==> config.mk <==
export PLATFORM = sky130hd
export DESIGN_NAME = fcm_top
export DESIGN_NICKNAME = d
export VERILOG_FILES = /design/src/core/fcm_insync.v /design/src/core/fcm_updown.v /design/src/core/fcm_top.v
export VERILOG_INCLUDE_DIRS = /design/src /design/src/core
export SDC_FILE = /design/constraint.sdc
export NUM_CORES = 1
export LEC_CHECK = 0
export BUFFER_PORTS_ARGS = -buffer_cell sky130_fd_sc_hd__buf_2
export CORE_AREA = 3 3 140 169
export DETAILED_ROUTE_END_ITERATION = 10
export DIE_AREA = 0 0 143 172
export PLACE_DENSITY = 0.58
export SLEW_MARGIN = 20
export SYNTH_ARGS = -nofsm -noshare
export SYNTH_HDL_FRONTEND = slang
export SYNTH_SLANG_ARGS = --single-unit
==> constraint.sdc <==
create_clock -name hclk -period 4.77 [get_ports hclk]
set_input_delay 1.431 -clock hclk [delete_from_list [all_inputs] [get_ports hclk]]
set_output_delay 1.431 -clock hclk [all_outputs]
set_load 0.05 [all_outputs]
==> src/core/fcm_defines.vh <==
// register map, field positions and constants of the fast counter block
// What this block does
// A software mode code picks the counter function; code 0 counts nothing.
// Mode 1: one up-counter on input 0, end value drives the output.
// Mode 2: up-count input 0 only while input 1 enables; output at end.
// Input-only variants: software copies the status end flag to another output.
// Modes 3 and 4: two up/down counters, no output; mode 4 inverts input 1.
// Without an output channel the end-value flag is read from the status byte.
// Mode 5: up/down counter loaded by a rising edge on the set input.
// Mode 6: up/down counter loaded by a falling edge on the set input.
// Mode 7: quadrature tracks A and B, single evaluation, direction counted.
// Quadrature modes ignore any index track; only A and B count.
// Mode 9: count both edges of track A, direction from track B.
// Mode 10: count both edges of both tracks, fourfold resolution.
// Mode 8 and codes above 10 are reserved and act like mode 0.
`ifndef FCM_DEFINES_VH
`define FCM_DEFINES_VH

`define FCM_CNT_W         16
`define FCM_ADDR_W        6

// byte offsets on the bus
`define FCM_OFF_CTRL      6'h00
`define FCM_OFF_END0      6'h04
`define FCM_OFF_END1      6'h08
`define FCM_OFF_PRESET    6'h0C
`define FCM_OFF_COUNT0    6'h10
`define FCM_OFF_COUNT1    6'h14
`define FCM_OFF_STATUS    6'h18
`define FCM_OFF_IRQ_STAT  6'h1C
`define FCM_OFF_IRQ_MASK  6'h20

// control register fields
`define FCM_CTRL_MODE_LSB 0
`define FCM_CTRL_MODE_MSB 3
`define FCM_CTRL_DIR0     4
`define FCM_CTRL_DIR1     5
`define FCM_CTRL_CLEAR    8

// status byte and interrupt bit positions
`define FCM_ST_END0       0
`define FCM_ST_END1       1
`define FCM_ST_MODE_LSB   4
`define FCM_IRQ_END0      0
`define FCM_IRQ_END1      1
`define FCM_IRQ_SET       2
`define FCM_IRQ_W         3

// mode codes
`define FCM_MODE_OFF      4'h0
`define FCM_MODE_UP_OUT   4'h1
`define FCM_MODE_UP_EN    4'h2
`define FCM_MODE_DUAL     4'h3
`define FCM_MODE_DUAL_INV 4'h4
`define FCM_MODE_SET_RISE 4'h5
`define FCM_MODE_SET_FALL 4'h6
`define FCM_MODE_QUAD_X1  4'h7
`define FCM_MODE_RSVD8    4'h8
`define FCM_MODE_QUAD_X2  4'h9
`define FCM_MODE_QUAD_X4  4'hA

// reset values
`define FCM_RST_CTRL      32'h0000_0000
`define FCM_RST_END       16'hFFFF
`define FCM_RST_PRESET    16'h0000

// input rate limits per mode group, kHz, against a 25000 kHz hclk
`define FCM_HCLK_KHZ      25000
`define FCM_RATE_STD_KHZ  50
`define FCM_RATE_X2_KHZ   30
`define FCM_RATE_X4_KHZ   15

`endif

==> src/core/fcm_insync.v <==
// two-flop input synchroniser with a previous-level stage for edge detection
`timescale 1ns/1ns
module fcm_insync (
   input  wire hclk,     // system clock
   input  wire hresetn,  // async reset, active low
   input  wire pin_a,    // raw input channel 0
   input  wire pin_b,    // raw input channel 1
   output reg  lvl_a,    // synchronised level a
   output reg  lvl_b,    // synchronised level b
   output reg  prv_a,    // level a one cycle earlier
   output reg  prv_b     // level b one cycle earlier
);
   reg meta_a_q;
   reg meta_b_q;

   // first stage is read by the second stage only
   always @(posedge hclk or negedge hresetn) begin
      if (!hresetn) begin
         meta_a_q <= 1'b0;
         meta_b_q <= 1'b0;
         lvl_a    <= 1'b0;
         lvl_b    <= 1'b0;
         prv_a    <= 1'b0;
         prv_b    <= 1'b0;
      end else begin
         meta_a_q <= pin_a;
         meta_b_q <= pin_b;
         lvl_a    <= meta_a_q;
         lvl_b    <= meta_b_q;
         prv_a    <= lvl_a;
         prv_b    <= lvl_b;
      end
   end
endmodule // fcm_insync

==> src/core/fcm_updown.v <==
// one up/down counter with clear and load
`timescale 1ns/1ns
`include "fcm_defines.vh"
module fcm_updown (
   input  wire                     hclk,     // system clock
   input  wire                     hresetn,  // async reset, active low
   input  wire                     clr,      // clear to zero
   input  wire                     load,     // load load_val
   input  wire [`FCM_CNT_W-1:0]    load_val, // value to load
   input  wire                     inc,      // count up one
   input  wire                     dec,      // count down one
   output reg  [`FCM_CNT_W-1:0]    cnt_q     // counter value
);
   reg [`FCM_CNT_W-1:0] cnt_d;

   // clear beats load beats counting; inc and dec together cancel
   always @* begin
      cnt_d = cnt_q;
      if (clr) begin
         cnt_d = {`FCM_CNT_W{1'b0}};
      end else if (load) begin
         cnt_d = load_val;
      end else if (inc && !dec) begin
         cnt_d = cnt_q + 1'b1;
      end else if (dec && !inc) begin
         cnt_d = cnt_q - 1'b1;
      end
   end

   always @(posedge hclk or negedge hresetn) begin
      if (!hresetn) begin
         cnt_q <= {`FCM_CNT_W{1'b0}};
      end else begin
         cnt_q <= cnt_d;
      end
   end
endmodule // fcm_updown

==> src/core/fcm_top.v <==
// fast counter block: mode decode, edge counting, end flags, AHB-Lite registers
//
// Implementation choices: the address map and the AHB-Lite register port.
`timescale 1ns/1ns
`include "fcm_defines.vh"
module fcm_top (
   input  wire        hclk,                         // system clock, 25 MHz
   input  wire        hresetn,                      // async reset, active low
   input  wire        hsel,                         // slave select
   input  wire [31:0] haddr,                        // byte address
   input  wire [1:0]  htrans,                       // transfer type
   input  wire        hwrite,                       // write when high
   input  wire [2:0]  hsize,                        // transfer size
   input  wire [31:0] hwdata,                       // write data
   input  wire        hready,                       // bus ready
   output reg  [31:0] hrdata,                       // read data
   output reg         hreadyout,                    // slave ready
   output reg         hresp,                        // response, always OKAY
   input  wire        digital_input_channel0,       // count input / track A
   input  wire        digital_input_channel1,       // enable, set, count or track B
   output reg         configurable_io_channel_o,    // end-value output level
   output reg         configurable_io_channel_oe_n, // low while output driven
   output reg         irq                           // level interrupt
);

   // reserved codes fold onto the off mode
   function [3:0] eff_mode;
      input [3:0] m;
      begin
         if (m == `FCM_MODE_RSVD8 || m > `FCM_MODE_QUAD_X4) begin
            eff_mode = `FCM_MODE_OFF;
         end else begin
            eff_mode = m;
         end
      end
   endfunction

   // up-only modes flag from the end value on; up/down modes flag on equality
   function reached;
      input [`FCM_CNT_W-1:0] cnt;
      input [`FCM_CNT_W-1:0] endv;
      input                  up_only;
      begin
         if (up_only) begin
            reached = (cnt >= endv);
         end else begin
            reached = (cnt == endv);
         end
      end
   endfunction

   // ---------------- registers ----------------
   reg  [3:0]            mode_q;
   reg                   dir0_q;
   reg                   dir1_q;
   reg  [`FCM_CNT_W-1:0] end0_q;
   reg  [`FCM_CNT_W-1:0] end1_q;
   reg  [`FCM_CNT_W-1:0] preset_q;
   reg  [`FCM_IRQ_W-1:0] irq_stat_q;
   reg  [`FCM_IRQ_W-1:0] irq_mask_q;
   reg                   clear_q;
   reg                   end0_q_lvl;
   reg                   end1_q_lvl;
   reg                   end0_prev_q;
   reg                   end1_prev_q;
   reg  [3:0]            act_mode_q;

   // bus pipeline
   reg                   wr_pend_q;
   reg                   rd_pend_q;
   reg  [`FCM_ADDR_W-1:0] bus_addr_q;

   wire [`FCM_CNT_W-1:0] cnt0;
   wire [`FCM_CNT_W-1:0] cnt1;
   wire                  a_lvl;
   wire                  b_lvl;
   wire                  a_prv;
   wire                  b_prv;

   // ---------------- input synchroniser ----------------
   fcm_insync u_sync (
      .hclk    (hclk),
      .hresetn (hresetn),
      .pin_a   (digital_input_channel0),
      .pin_b   (digital_input_channel1),
      .lvl_a   (a_lvl),
      .lvl_b   (b_lvl),
      .prv_a   (a_prv),
      .prv_b   (b_prv)
   );

   wire rise_a = a_lvl & ~a_prv;
   wire fall_a = ~a_lvl & a_prv;
   wire rise_b = b_lvl & ~b_prv;
   wire fall_b = ~b_lvl & b_prv;

   wire [3:0] m = eff_mode(mode_q);

   // ---------------- count decode ----------------
   reg inc0;
   reg dec0;
   reg inc1;
   reg dec1;
   reg load0;
   reg up_only0;
   reg uses_ch1;

   always @* begin
      inc0     = 1'b0;
      dec0     = 1'b0;
      inc1     = 1'b0;
      dec1     = 1'b0;
      load0    = 1'b0;
      up_only0 = 1'b0;
      uses_ch1 = 1'b0;
      case (m)
         `FCM_MODE_OFF: begin
            inc0 = 1'b0;
         end
         `FCM_MODE_UP_OUT: begin
            inc0     = rise_a;
            up_only0 = 1'b1;
         end
         `FCM_MODE_UP_EN: begin
            inc0     = rise_a & b_lvl;
            up_only0 = 1'b1;
         end
         `FCM_MODE_DUAL: begin
            inc0     = rise_a & ~dir0_q;
            dec0     = rise_a & dir0_q;
            inc1     = rise_b & ~dir1_q;
            dec1     = rise_b & dir1_q;
            uses_ch1 = 1'b1;
         end
         `FCM_MODE_DUAL_INV: begin
            // input 1 inverted, so its active edge is the falling one
            inc0     = rise_a & ~dir0_q;
            dec0     = rise_a & dir0_q;
            inc1     = fall_b & ~dir1_q;
            dec1     = fall_b & dir1_q;
            uses_ch1 = 1'b1;
         end
         `FCM_MODE_SET_RISE: begin
            inc0  = rise_a & ~dir0_q;
            dec0  = rise_a & dir0_q;
            load0 = rise_b;
         end
         `FCM_MODE_SET_FALL: begin
            inc0  = rise_a & ~dir0_q;
            dec0  = rise_a & dir0_q;
            load0 = fall_b;
         end
         `FCM_MODE_QUAD_X1: begin
            // A rising while B low means A leads: count up
            inc0 = rise_a & ~b_lvl;
            dec0 = rise_a & b_lvl;
         end
         `FCM_MODE_QUAD_X2: begin
            inc0 = (rise_a & ~b_lvl) | (fall_a & b_lvl);
            dec0 = (rise_a & b_lvl) | (fall_a & ~b_lvl);
         end
         `FCM_MODE_QUAD_X4: begin
            // both tracks moving in one sample is a step lost, not counted
            if (!((rise_a | fall_a) && (rise_b | fall_b))) begin
               inc0 = (rise_a & ~b_lvl) | (fall_a & b_lvl)
                    | (rise_b & a_lvl) | (fall_b & ~a_lvl);
               dec0 = (rise_a & b_lvl) | (fall_a & ~b_lvl)
                    | (rise_b & ~a_lvl) | (fall_b & a_lvl);
            end
         end
         default: begin
            inc0 = 1'b0;
         end
      endcase
   end
   // no index track enters the decode at all: only A and B count

   // counters restart whenever the active mode changes
   wire mode_chg = (m != act_mode_q);

   fcm_updown u_cnt0 (
      .hclk     (hclk),
      .hresetn  (hresetn),
      .clr      (clear_q | mode_chg),
      .load     (load0),
      .load_val (preset_q),
      .inc      (inc0),
      .dec      (dec0),
      .cnt_q    (cnt0)
   );

   fcm_updown u_cnt1 (
      .hclk     (hclk),
      .hresetn  (hresetn),
      .clr      (clear_q | mode_chg),
      .load     (1'b0),
      .load_val (preset_q),
      .inc      (inc1),
      .dec      (dec1),
      .cnt_q    (cnt1)
   );

   // ---------------- end flags and output pin ----------------
   wire drives_out = (m == `FCM_MODE_UP_OUT) || (m == `FCM_MODE_UP_EN);

   always @(posedge hclk or negedge hresetn) begin
      if (!hresetn) begin
         end0_q_lvl                   <= 1'b0;
         end1_q_lvl                   <= 1'b0;
         end0_prev_q                  <= 1'b0;
         end1_prev_q                  <= 1'b0;
         act_mode_q                   <= `FCM_MODE_OFF;
         configurable_io_channel_o    <= 1'b0;
         configurable_io_channel_oe_n <= 1'b1;
      end else begin
         act_mode_q  <= m;
         end0_q_lvl  <= (m != `FCM_MODE_OFF) & reached(cnt0, end0_q, up_only0);
         end1_q_lvl  <= uses_ch1 & reached(cnt1, end1_q, 1'b0);
         end0_prev_q <= end0_q_lvl;
         end1_prev_q <= end1_q_lvl;
         // pin released in every mode without an output channel
         configurable_io_channel_o    <= drives_out & end0_q_lvl;
         configurable_io_channel_oe_n <= ~drives_out;
      end
   end

   wire [`FCM_IRQ_W-1:0] irq_ev;
   assign irq_ev[`FCM_IRQ_END0] = end0_q_lvl & ~end0_prev_q;
   assign irq_ev[`FCM_IRQ_END1] = end1_q_lvl & ~end1_prev_q;
   assign irq_ev[`FCM_IRQ_SET]  = load0;

   // ---------------- AHB-Lite slave ----------------
   wire take = hsel & htrans[1] & hready;
   wire wr_now = wr_pend_q;

   function sel;
      input [`FCM_ADDR_W-1:0] a;
      input [`FCM_ADDR_W-1:0] off;
      begin
         sel = (a == off);
      end
   endfunction

   // status byte mirrors the end flags; software may copy them to any output
   wire [7:0] status_byte = {m, 2'b00, end1_q_lvl, end0_q_lvl};

   reg [31:0] rd_mux;
   always @* begin
      rd_mux = 32'h0000_0000;
      case (bus_addr_q)
         `FCM_OFF_CTRL: begin
            rd_mux[`FCM_CTRL_MODE_MSB:`FCM_CTRL_MODE_LSB] = mode_q;
            rd_mux[`FCM_CTRL_DIR0] = dir0_q;
            rd_mux[`FCM_CTRL_DIR1] = dir1_q;
         end
         `FCM_OFF_END0: begin
            rd_mux[`FCM_CNT_W-1:0] = end0_q;
         end
         `FCM_OFF_END1: begin
            rd_mux[`FCM_CNT_W-1:0] = end1_q;
         end
         `FCM_OFF_PRESET: begin
            rd_mux[`FCM_CNT_W-1:0] = preset_q;
         end
         `FCM_OFF_COUNT0: begin
            rd_mux[`FCM_CNT_W-1:0] = cnt0;
         end
         `FCM_OFF_COUNT1: begin
            rd_mux[`FCM_CNT_W-1:0] = cnt1;
         end
         `FCM_OFF_STATUS: begin
            rd_mux[7:0] = status_byte;
         end
         `FCM_OFF_IRQ_STAT: begin
            rd_mux[`FCM_IRQ_W-1:0] = irq_stat_q;
         end
         `FCM_OFF_IRQ_MASK: begin
            rd_mux[`FCM_IRQ_W-1:0] = irq_mask_q;
         end
         default: begin
            rd_mux = 32'h0000_0000;
         end
      endcase
   end

   // reads take one wait state so the data always reflect a write just before
   always @(posedge hclk or negedge hresetn) begin
      if (!hresetn) begin
         wr_pend_q  <= 1'b0;
         rd_pend_q  <= 1'b0;
         bus_addr_q <= {`FCM_ADDR_W{1'b0}};
         hrdata     <= 32'h0000_0000;
         hreadyout  <= 1'b1;
         hresp      <= 1'b0;
      end else begin
         hresp <= 1'b0;
         if (rd_pend_q) begin
            hrdata    <= rd_mux;
            hreadyout <= 1'b1;
            rd_pend_q <= 1'b0;
         end else if (take) begin
            bus_addr_q <= haddr[`FCM_ADDR_W-1:0];
            wr_pend_q  <= hwrite;
            rd_pend_q  <= ~hwrite;
            hreadyout  <= hwrite;
         end else begin
            wr_pend_q <= 1'b0;
         end
         if (rd_pend_q || take) begin
            if (!take || rd_pend_q) begin
               wr_pend_q <= 1'b0;
            end
         end
      end
   end

   // ---------------- register writes ----------------
   wire [`FCM_IRQ_W-1:0] w1c = (wr_now && sel(bus_addr_q, `FCM_OFF_IRQ_STAT))
                               ? hwdata[`FCM_IRQ_W-1:0] : {`FCM_IRQ_W{1'b0}};

   always @(posedge hclk or negedge hresetn) begin
      if (!hresetn) begin
         mode_q     <= `FCM_MODE_OFF;
         dir0_q     <= 1'b0;
         dir1_q     <= 1'b0;
         clear_q    <= 1'b0;
         end0_q     <= `FCM_RST_END;
         end1_q     <= `FCM_RST_END;
         preset_q   <= `FCM_RST_PRESET;
         irq_mask_q <= {`FCM_IRQ_W{1'b0}};
         irq_stat_q <= {`FCM_IRQ_W{1'b0}};
         irq        <= 1'b0;
      end else begin
         clear_q <= 1'b0;
         if (wr_now) begin
            if (sel(bus_addr_q, `FCM_OFF_CTRL)) begin
               mode_q  <= hwdata[`FCM_CTRL_MODE_MSB:`FCM_CTRL_MODE_LSB];
               dir0_q  <= hwdata[`FCM_CTRL_DIR0];
               dir1_q  <= hwdata[`FCM_CTRL_DIR1];
               clear_q <= hwdata[`FCM_CTRL_CLEAR];
            end
            if (sel(bus_addr_q, `FCM_OFF_END0)) begin
               end0_q <= hwdata[`FCM_CNT_W-1:0];
            end
            if (sel(bus_addr_q, `FCM_OFF_END1)) begin
               end1_q <= hwdata[`FCM_CNT_W-1:0];
            end
            if (sel(bus_addr_q, `FCM_OFF_PRESET)) begin
               preset_q <= hwdata[`FCM_CNT_W-1:0];
            end
            if (sel(bus_addr_q, `FCM_OFF_IRQ_MASK)) begin
               irq_mask_q <= hwdata[`FCM_IRQ_W-1:0];
            end
         end
         // a new event in the clearing cycle survives the clear
         irq_stat_q <= (irq_stat_q & ~w1c) | irq_ev;
         irq        <= |(irq_stat_q & irq_mask_q);
      end
   end

endmodule // fcm_top

Word level (Yosys, flattened, before mapping). Cells that the tools add are included.

Flip-flop bits (word level): 135. Input port bits: 76.

Add/subtract/negate cells: 4. Magnitude comparators: 2. Eq/ne operators: 21. Muxes and demuxes: 33. Bitwise gates (word level): 49. Reduce and logical (&&, ||, !) cells: 30.

Operator list (count): 16-bit two-way mux (7); 8-bit case mux with 5 select lines (1); 16-bit by 1-bit adder with 16-bit output, second input constant (2); 16-bit equality test (2); 16-bit by 1-bit subtractor with 16-bit output, second input constant (2); 3-bit case mux with 9 select lines (1); 1-bit bitwise AND (25); 6-bit by 5-bit equality test with 1-bit output, second input constant (4); 3-bit case mux with 7 select lines (1); 4-bit by 3-bit equality test with 1-bit output, second input constant (4); 16-bit >= comparator (1); 1-bit two-way mux (15); 4-bit equality test, second input constant (3); 6-bit by 4-bit equality test with 1-bit output, second input constant (2); 2-bit case mux with 6 select lines (1); 2-bit AND reduction (6); 1-bit NOT (11); 1-bit bitwise OR (9); 4-bit by 2-bit equality test with 1-bit output, second input constant (2); 4-bit nonzero test (2); 3-bit bitwise AND (2); 6-bit by 3-bit equality test with 1-bit output, second input constant (1); 6-bit equality test, second input constant (1); 1-bit logical AND (6); 18 further kinds (28).

Logic depth before layout (Yosys ltp).
Depth in word-level cells: 14. Gate-level depth with buffers: 16. Gate-level depth less buffers: 16.

Hierarchy. A second synthesis with hierarchy kept.

Cell total of the unflattened synthesis: 802. Area total of the unflattened synthesis: 8334.2 um^2.

Modules (own cells, without submodules): fcm_top (times used 1, cells each 470, area an instance 5285.1 um^2, sequential area each 2469.9 um^2); fcm_updown at u_cnt0 (times used 1, cells each 164, area an instance 1455.1 um^2, sequential area each 400.4 um^2); fcm_updown at u_cnt1 (times used 1, cells each 162, area an instance 1443.9 um^2, sequential area each 400.4 um^2); fcm_insync (times used 1, cells each 6, area an instance 150.1 um^2, sequential area each 150.1 um^2).

Worst setup path after synthesis. Ideal clock, no wire load.

Path kind: register to register. From: reg u_sync.lvl_b. To: reg u_cnt0.cnt_q[15]. Setup time: 127 ps. Arrival time: 4000 ps. Setup slack: 643 ps. Stages on the path, launching flop included: 16. Buffers on the path: 0. Clock period less this slack: 4127 ps. Cells stage by stage: dfrtp_1 -> inv_1 -> ha_1 -> or2_2 -> a211oi_1 -> a211oi_2 -> o21ai_1 -> ha_1 -> a211oi_1 -> o21ai_1 -> a211oi_1 -> o21ai_1 -> and2_1 -> o221ai_1 -> mux2i_1 -> o31ai_1.

Longest elaborated chain between the ends: 12.

RTL lines: start: declaration (line fcm_insync.v:9) `output reg lvl_b,`; start signal: assignment (line fcm_insync.v:29) `lvl_b <= meta_b_q;`; 1-bit NOT; 1-bit bitwise AND (line fcm_top.v:160, fcm_top.v:167); 1-bit bitwise OR (line fcm_top.v:160, fcm_top.v:167); 1-bit bitwise OR (2 in series) (line fcm_top.v:168) `| (rise_b & ~a_lvl) | (fall_b & a_lvl);`; 1-bit two-way mux (line fcm_top.v:164) `if (!((rise_a | fall_a) && (rise_b | fall_b))) begin`; 1-bit case mux with 4 select lines (line fcm_top.v:116) `case (m)`; 1-bit logical NOT (line fcm_updown.v:23) `end else if (inc && !dec) begin`; 1-bit logical AND (line fcm_updown.v:23); 16-bit two-way mux (line fcm_updown.v:23); 16-bit two-way mux (line fcm_updown.v:21) `end else if (load) begin`; 16-bit two-way mux (line fcm_updown.v:19) `if (clr) begin`; end signal: assignment (line fcm_updown.v:32) `` cnt_q <= {`FCM_CNT_W{1'b0}}; ``; end signal: assignment (line fcm_updown.v:34) `cnt_q <= cnt_d;`; end: declaration (line fcm_updown.v:12) `` output reg [`FCM_CNT_W-1:0] cnt_q ``.

Several ways; a longest one is shown, not always the timed one. A chain may end at the register's enable or synchronous reset.

Worst setup path in the final report.
From: reg u_sync.lvl_a. To: reg u_cnt0.cnt_q[15].

Longest elaborated chain between the ends: 13.

RTL lines: start: declaration (line fcm_insync.v:8) `output reg lvl_a,`; start signal: assignment (line fcm_insync.v:28) `lvl_a <= meta_a_q;`; 1-bit NOT (line fcm_top.v:93, fcm_top.v:166, fcm_top.v:168); 1-bit bitwise AND (line fcm_top.v:93) `wire fall_a = ~a_lvl & a_prv;`; 1-bit bitwise AND (line fcm_top.v:160, fcm_top.v:167); 1-bit bitwise OR (line fcm_top.v:160, fcm_top.v:167); 1-bit bitwise OR (2 in series) (line fcm_top.v:168); 1-bit two-way mux (line fcm_top.v:164); 1-bit case mux with 4 select lines (line fcm_top.v:116); 1-bit logical NOT (line fcm_updown.v:23); 1-bit logical AND (line fcm_updown.v:23); 16-bit two-way mux (line fcm_updown.v:23); 16-bit two-way mux (line fcm_updown.v:21); 16-bit two-way mux (line fcm_updown.v:19).

Several ways; a longest one is shown, not always the timed one.

==> metrics.txt <==
x dimension of the die=143 µm; number of fill cells=2,122; Max Clock Skew=0.0120 ns; pwr dens=403 nW/µm²; Die Area=24,600 µm²; Clock H-tree levels=4; delay of the slowest cell on the worst path=0.43 ns; Root Buffer=sky130_fd_sc_hd__clkbuf_16; Std-Cell Core Area=22,300 µm²; initial antenna violation count=0; initial core utilization=37.4%; Routed WL per cell=18.8 µm; global placement routability congestion=0.866; number of setup buffers added after CTS=0; global-route total usage across every layer=18.0%; total negative setup slack=0 ns; final critical path time including I/O delays and setup=4.24 ns; top-count cell post-synth=sky130_fd_sc_hd__dfrtp_1; warning count from the yosys run=0; area occupied by multi-input gates=4560 µm²; number of buffers on the longest clock path=2; overall via count from detail_route=6,421; number of hold violations in the final report=0; outcome=complete, no violations; internal power=2430 µW; Critical Path Sink Type=register; clock latency on the worst-skew pair=0.42 ns; type of origin of the critical path=register; leakage power of the design=0.00408 µW; actual slew at the worst max-slew pin=0.988 ns; critical path cell sequence=inv_1 -> ha_1 -> or2_2 -> a22oi_1 -> a2bb2oi_4 -> o21ai_1 -> buf_4 -> ha_1 -> a211oi_1 -> o21ai_1 -> a211oi_1 -> o21ai_1 -> a21oi_1 -> o221ai_1 -> mux2i_1 -> o31ai_1; Netlist cell types=74; Setup WS post-layout=0.525 ns; Top cell by count, worst path=sky130_fd_sc_hd__o21ai_1; Residual DRC=0; Netlist Area Pre-Place=8350 µm²; Slew headroom=33.6%; CP Data Required Time=5.03 ns; start-to-end type of the worst setup path=register to register; pin count of the biggest net entering global routing=88; fraction of the cycle the final worst path needs=89.0%; worst setup slack before clock tree synthesis=0.489 ns; share of total power in sequential cells=38.3%; Antenna Nets Post-Route=0; Synth async-reset ratio=100%; hold buffers post-CTS=0; maximum achievable frequency=0.236 GHz; combinational fraction of design power=30.1%; CTS-repair resized insts=0; clock share of power=31.7%; top post-synthesis cells by area=sky130_fd_sc_hd__dfrtp_1 30%, sky130_fd_sc_hd__dfstp_2 11%, sky130_fd_sc_hd__ha_1 7.3%; Synth Area per Inst=10.3 µm²; net switching fraction of the power=35.6%; final WL=21,700 µm; cell with the largest stage delay on the worst path=sky130_fd_sc_hd__dfrtp_1; clock tree from TritonCTS=done; top flip-flop cell by instance count after synthesis=sky130_fd_sc_hd__dfrtp_1; number of antenna cells inserted=0; biggest fanout along the worst timing path=17; Die Ht=172 µm; remaining global-route overflow=0; synthesized-area fraction occupied by ao, oa, aoi and oai cells=18.7%; total clock buffers created by CTS=17; FP Rows=60; net total in the final layout=990; mux share of post-synthesis cell area=11.2%; number of global-route vias before repair=6,379; cell accounting for the most synthesized area=sky130_fd_sc_hd__dfrtp_1; growth of design area from synthesis to finish=12.5%; Port Buffers=49; instance count of the mapped netlist=812; switching power summed over all nets=1350 µW; Post-synth EDFFs=0; clock slew at reported path FFs=0.06 ns; Storage cell area=3420 µm²; unrepaired setup endpoints after global routing=no; global-route wire length before repair=34,500 µm; arrival time reported for the critical path endpoint=4.51 ns; I/O pins=113; initial detailed-routing violation count=454; number of flip-flops and latches in the synthesized netlist=135; worst ir drop on vdd=0.000246 V; Vias/cell=5.56; post-DP HPWL=15,700 µm; Final Setup Violations=0; Final Max Tran Viols=0; max-cap violations=0; type of the worst min-delay path=register to register; fraction of post-synthesis cell area in the top cell type by area=30.3%; clock sink count=135; fraction of the yosys area taken by sequential cells=41.0%; Post-synth top cells=101 x sky130_fd_sc_hd__dfrtp_1, 56 x sky130_fd_sc_hd__nor2_1, 51 x sky130_fd_sc_hd__nand2_1; share of final-layout standard cells stronger than drive strength 1=22.4%; Synth Area in XOR/XNOR=4.39%; post-synthesis share of cell area spent on and, or, nand and nor gates=11.7%; number of iterations in the first detailed-routing pass=6; combinational family with the most area after synthesis=compound AO/OA/AOI/OAI gates; adder-cell area share of the yosys netlist=7.82%
==> stage by stage <==
step           area [µm²]  hold WS (ns)  cells  total power [µW]  util (%)
6_report             9390         0.349   1155              3780      42.1
2_1_floorplan        8410         0.331    828              2310         -
4_1_cts              9390         0.352   1155              3800      42.1
5_1_grt              9390         0.367   1155              3990      42.1
3_3_place_gp         8850         0.334   1123              2580      39.7
3_5_place_dp         8850         0.338   1123              2590      39.7
==> cell type report <==
type / count / area share (%)
multi-input combinational: 606 / 48.5
sequential: 135 / 36.4
clock buffer: 18 / 4.68
timing repair buffer: 67 / 4.12
tap: 279 / 3.72
inverter: 36 / 1.44
clock inverter: 14 / 1.07
==> worst max-delay path, delay by kind of cell, from the launching register on <==
kind / cells / cell delay (ns)
and+or+nand+nor: 1 / 0.33
adders and majority gates: 2 / 0.59
DFF: 1 / 0.43
AOI/OAI and AO/OA: 10 / 2.26
buffers and inverters: 2 / 0.31
muxes: 1 / 0.18
==> layer usage <==
metal	track usage, %	vias to the layer above	wire length [µm]	share of wire [%]
met5	0	-	0	0
met4	7.44	0	632	2.9
met3	2.46	38	954	4.4
met2	30.3	165	10500	48
met1	23.3	3146	9650	44
li1	-	3072	-	-
==> state kept, by name, summed over array words and instances, names as in the netlist, 3 cells and up <==
signal        count
u_cnt1.cnt_q     16
act_mode_q        4
irq_mask_q        3
u_cnt0.cnt_q     16
irq_stat_q        3
hrdata           16
mode_q            4
end0_q           16
bus_addr_q        6
preset_q         16
end1_q           16
==> power by group through the flow <==
stage | sequential (µW) | combinational, µW | clock [µW]
after floorplan | 1500 | 814 | 0
after global placement | 1460 | 1120 | 0
after detailed placement | 1460 | 1130 | 0
after CTS | 1440 | 1140 | 1220
after global routing | 1460 | 1260 | 1270
final | 1450 | 1140 | 1200
==> cell families (layout without fill, tap and decap cells) <==
family                     after synthesis  in the layout
AOI/OAI and AO/OA                      219            219
and+or+nand+nor                        193            193
DFF                                    135            135
buffers and inverters                   87            135
muxes                                   85             85
adders and majority gates               51             51
xor gates and xnor gates                41             41
other                                    1             17
==> path summary, 6_finish.rpt <==
| check | start | to | slack, ns | depth (start not counted) |
|---|---|---|---|---|
| setup / recovery | u_sync.lvl_a | u_cnt0.cnt_q[15] | 0.53 | 16 |
| hold / removal | u_sync.meta_a_q | u_sync.lvl_a | 0.35 | 0 |
| setup reg to reg | u_sync.lvl_a | u_cnt0.cnt_q[15] | 0.53 | 16 |
| hold reg to reg | u_sync.meta_a_q | u_sync.lvl_a | 0.35 | 0 |
| max in group asynchronous | hresetn | end0_q[0] | 2.82 | 2 |
| min in group asynchronous | hresetn | u_cnt0.cnt_q[11] | 1.07 | 1 |
==> placed cells by master (no fill, tap or decap), types with 24 or more instances in the layout <==
cell	n
sky130_fd_sc_hd__dfrtp_1	101
sky130_fd_sc_hd__nor2_1	56
sky130_fd_sc_hd__nand2_1	51
sky130_fd_sc_hd__ha_1	49
sky130_fd_sc_hd__a21oi_1	48
sky130_fd_sc_hd__buf_2	48
sky130_fd_sc_hd__mux2_2	39
sky130_fd_sc_hd__inv_1	36
sky130_fd_sc_hd__dfstp_2	34
sky130_fd_sc_hd__xnor2_1	32
sky130_fd_sc_hd__mux2_1	26
sky130_fd_sc_hd__o21ai_0	24
sky130_fd_sc_hd__o21a_1	24
Note: power is estimated with default switching activity, not from simulation.
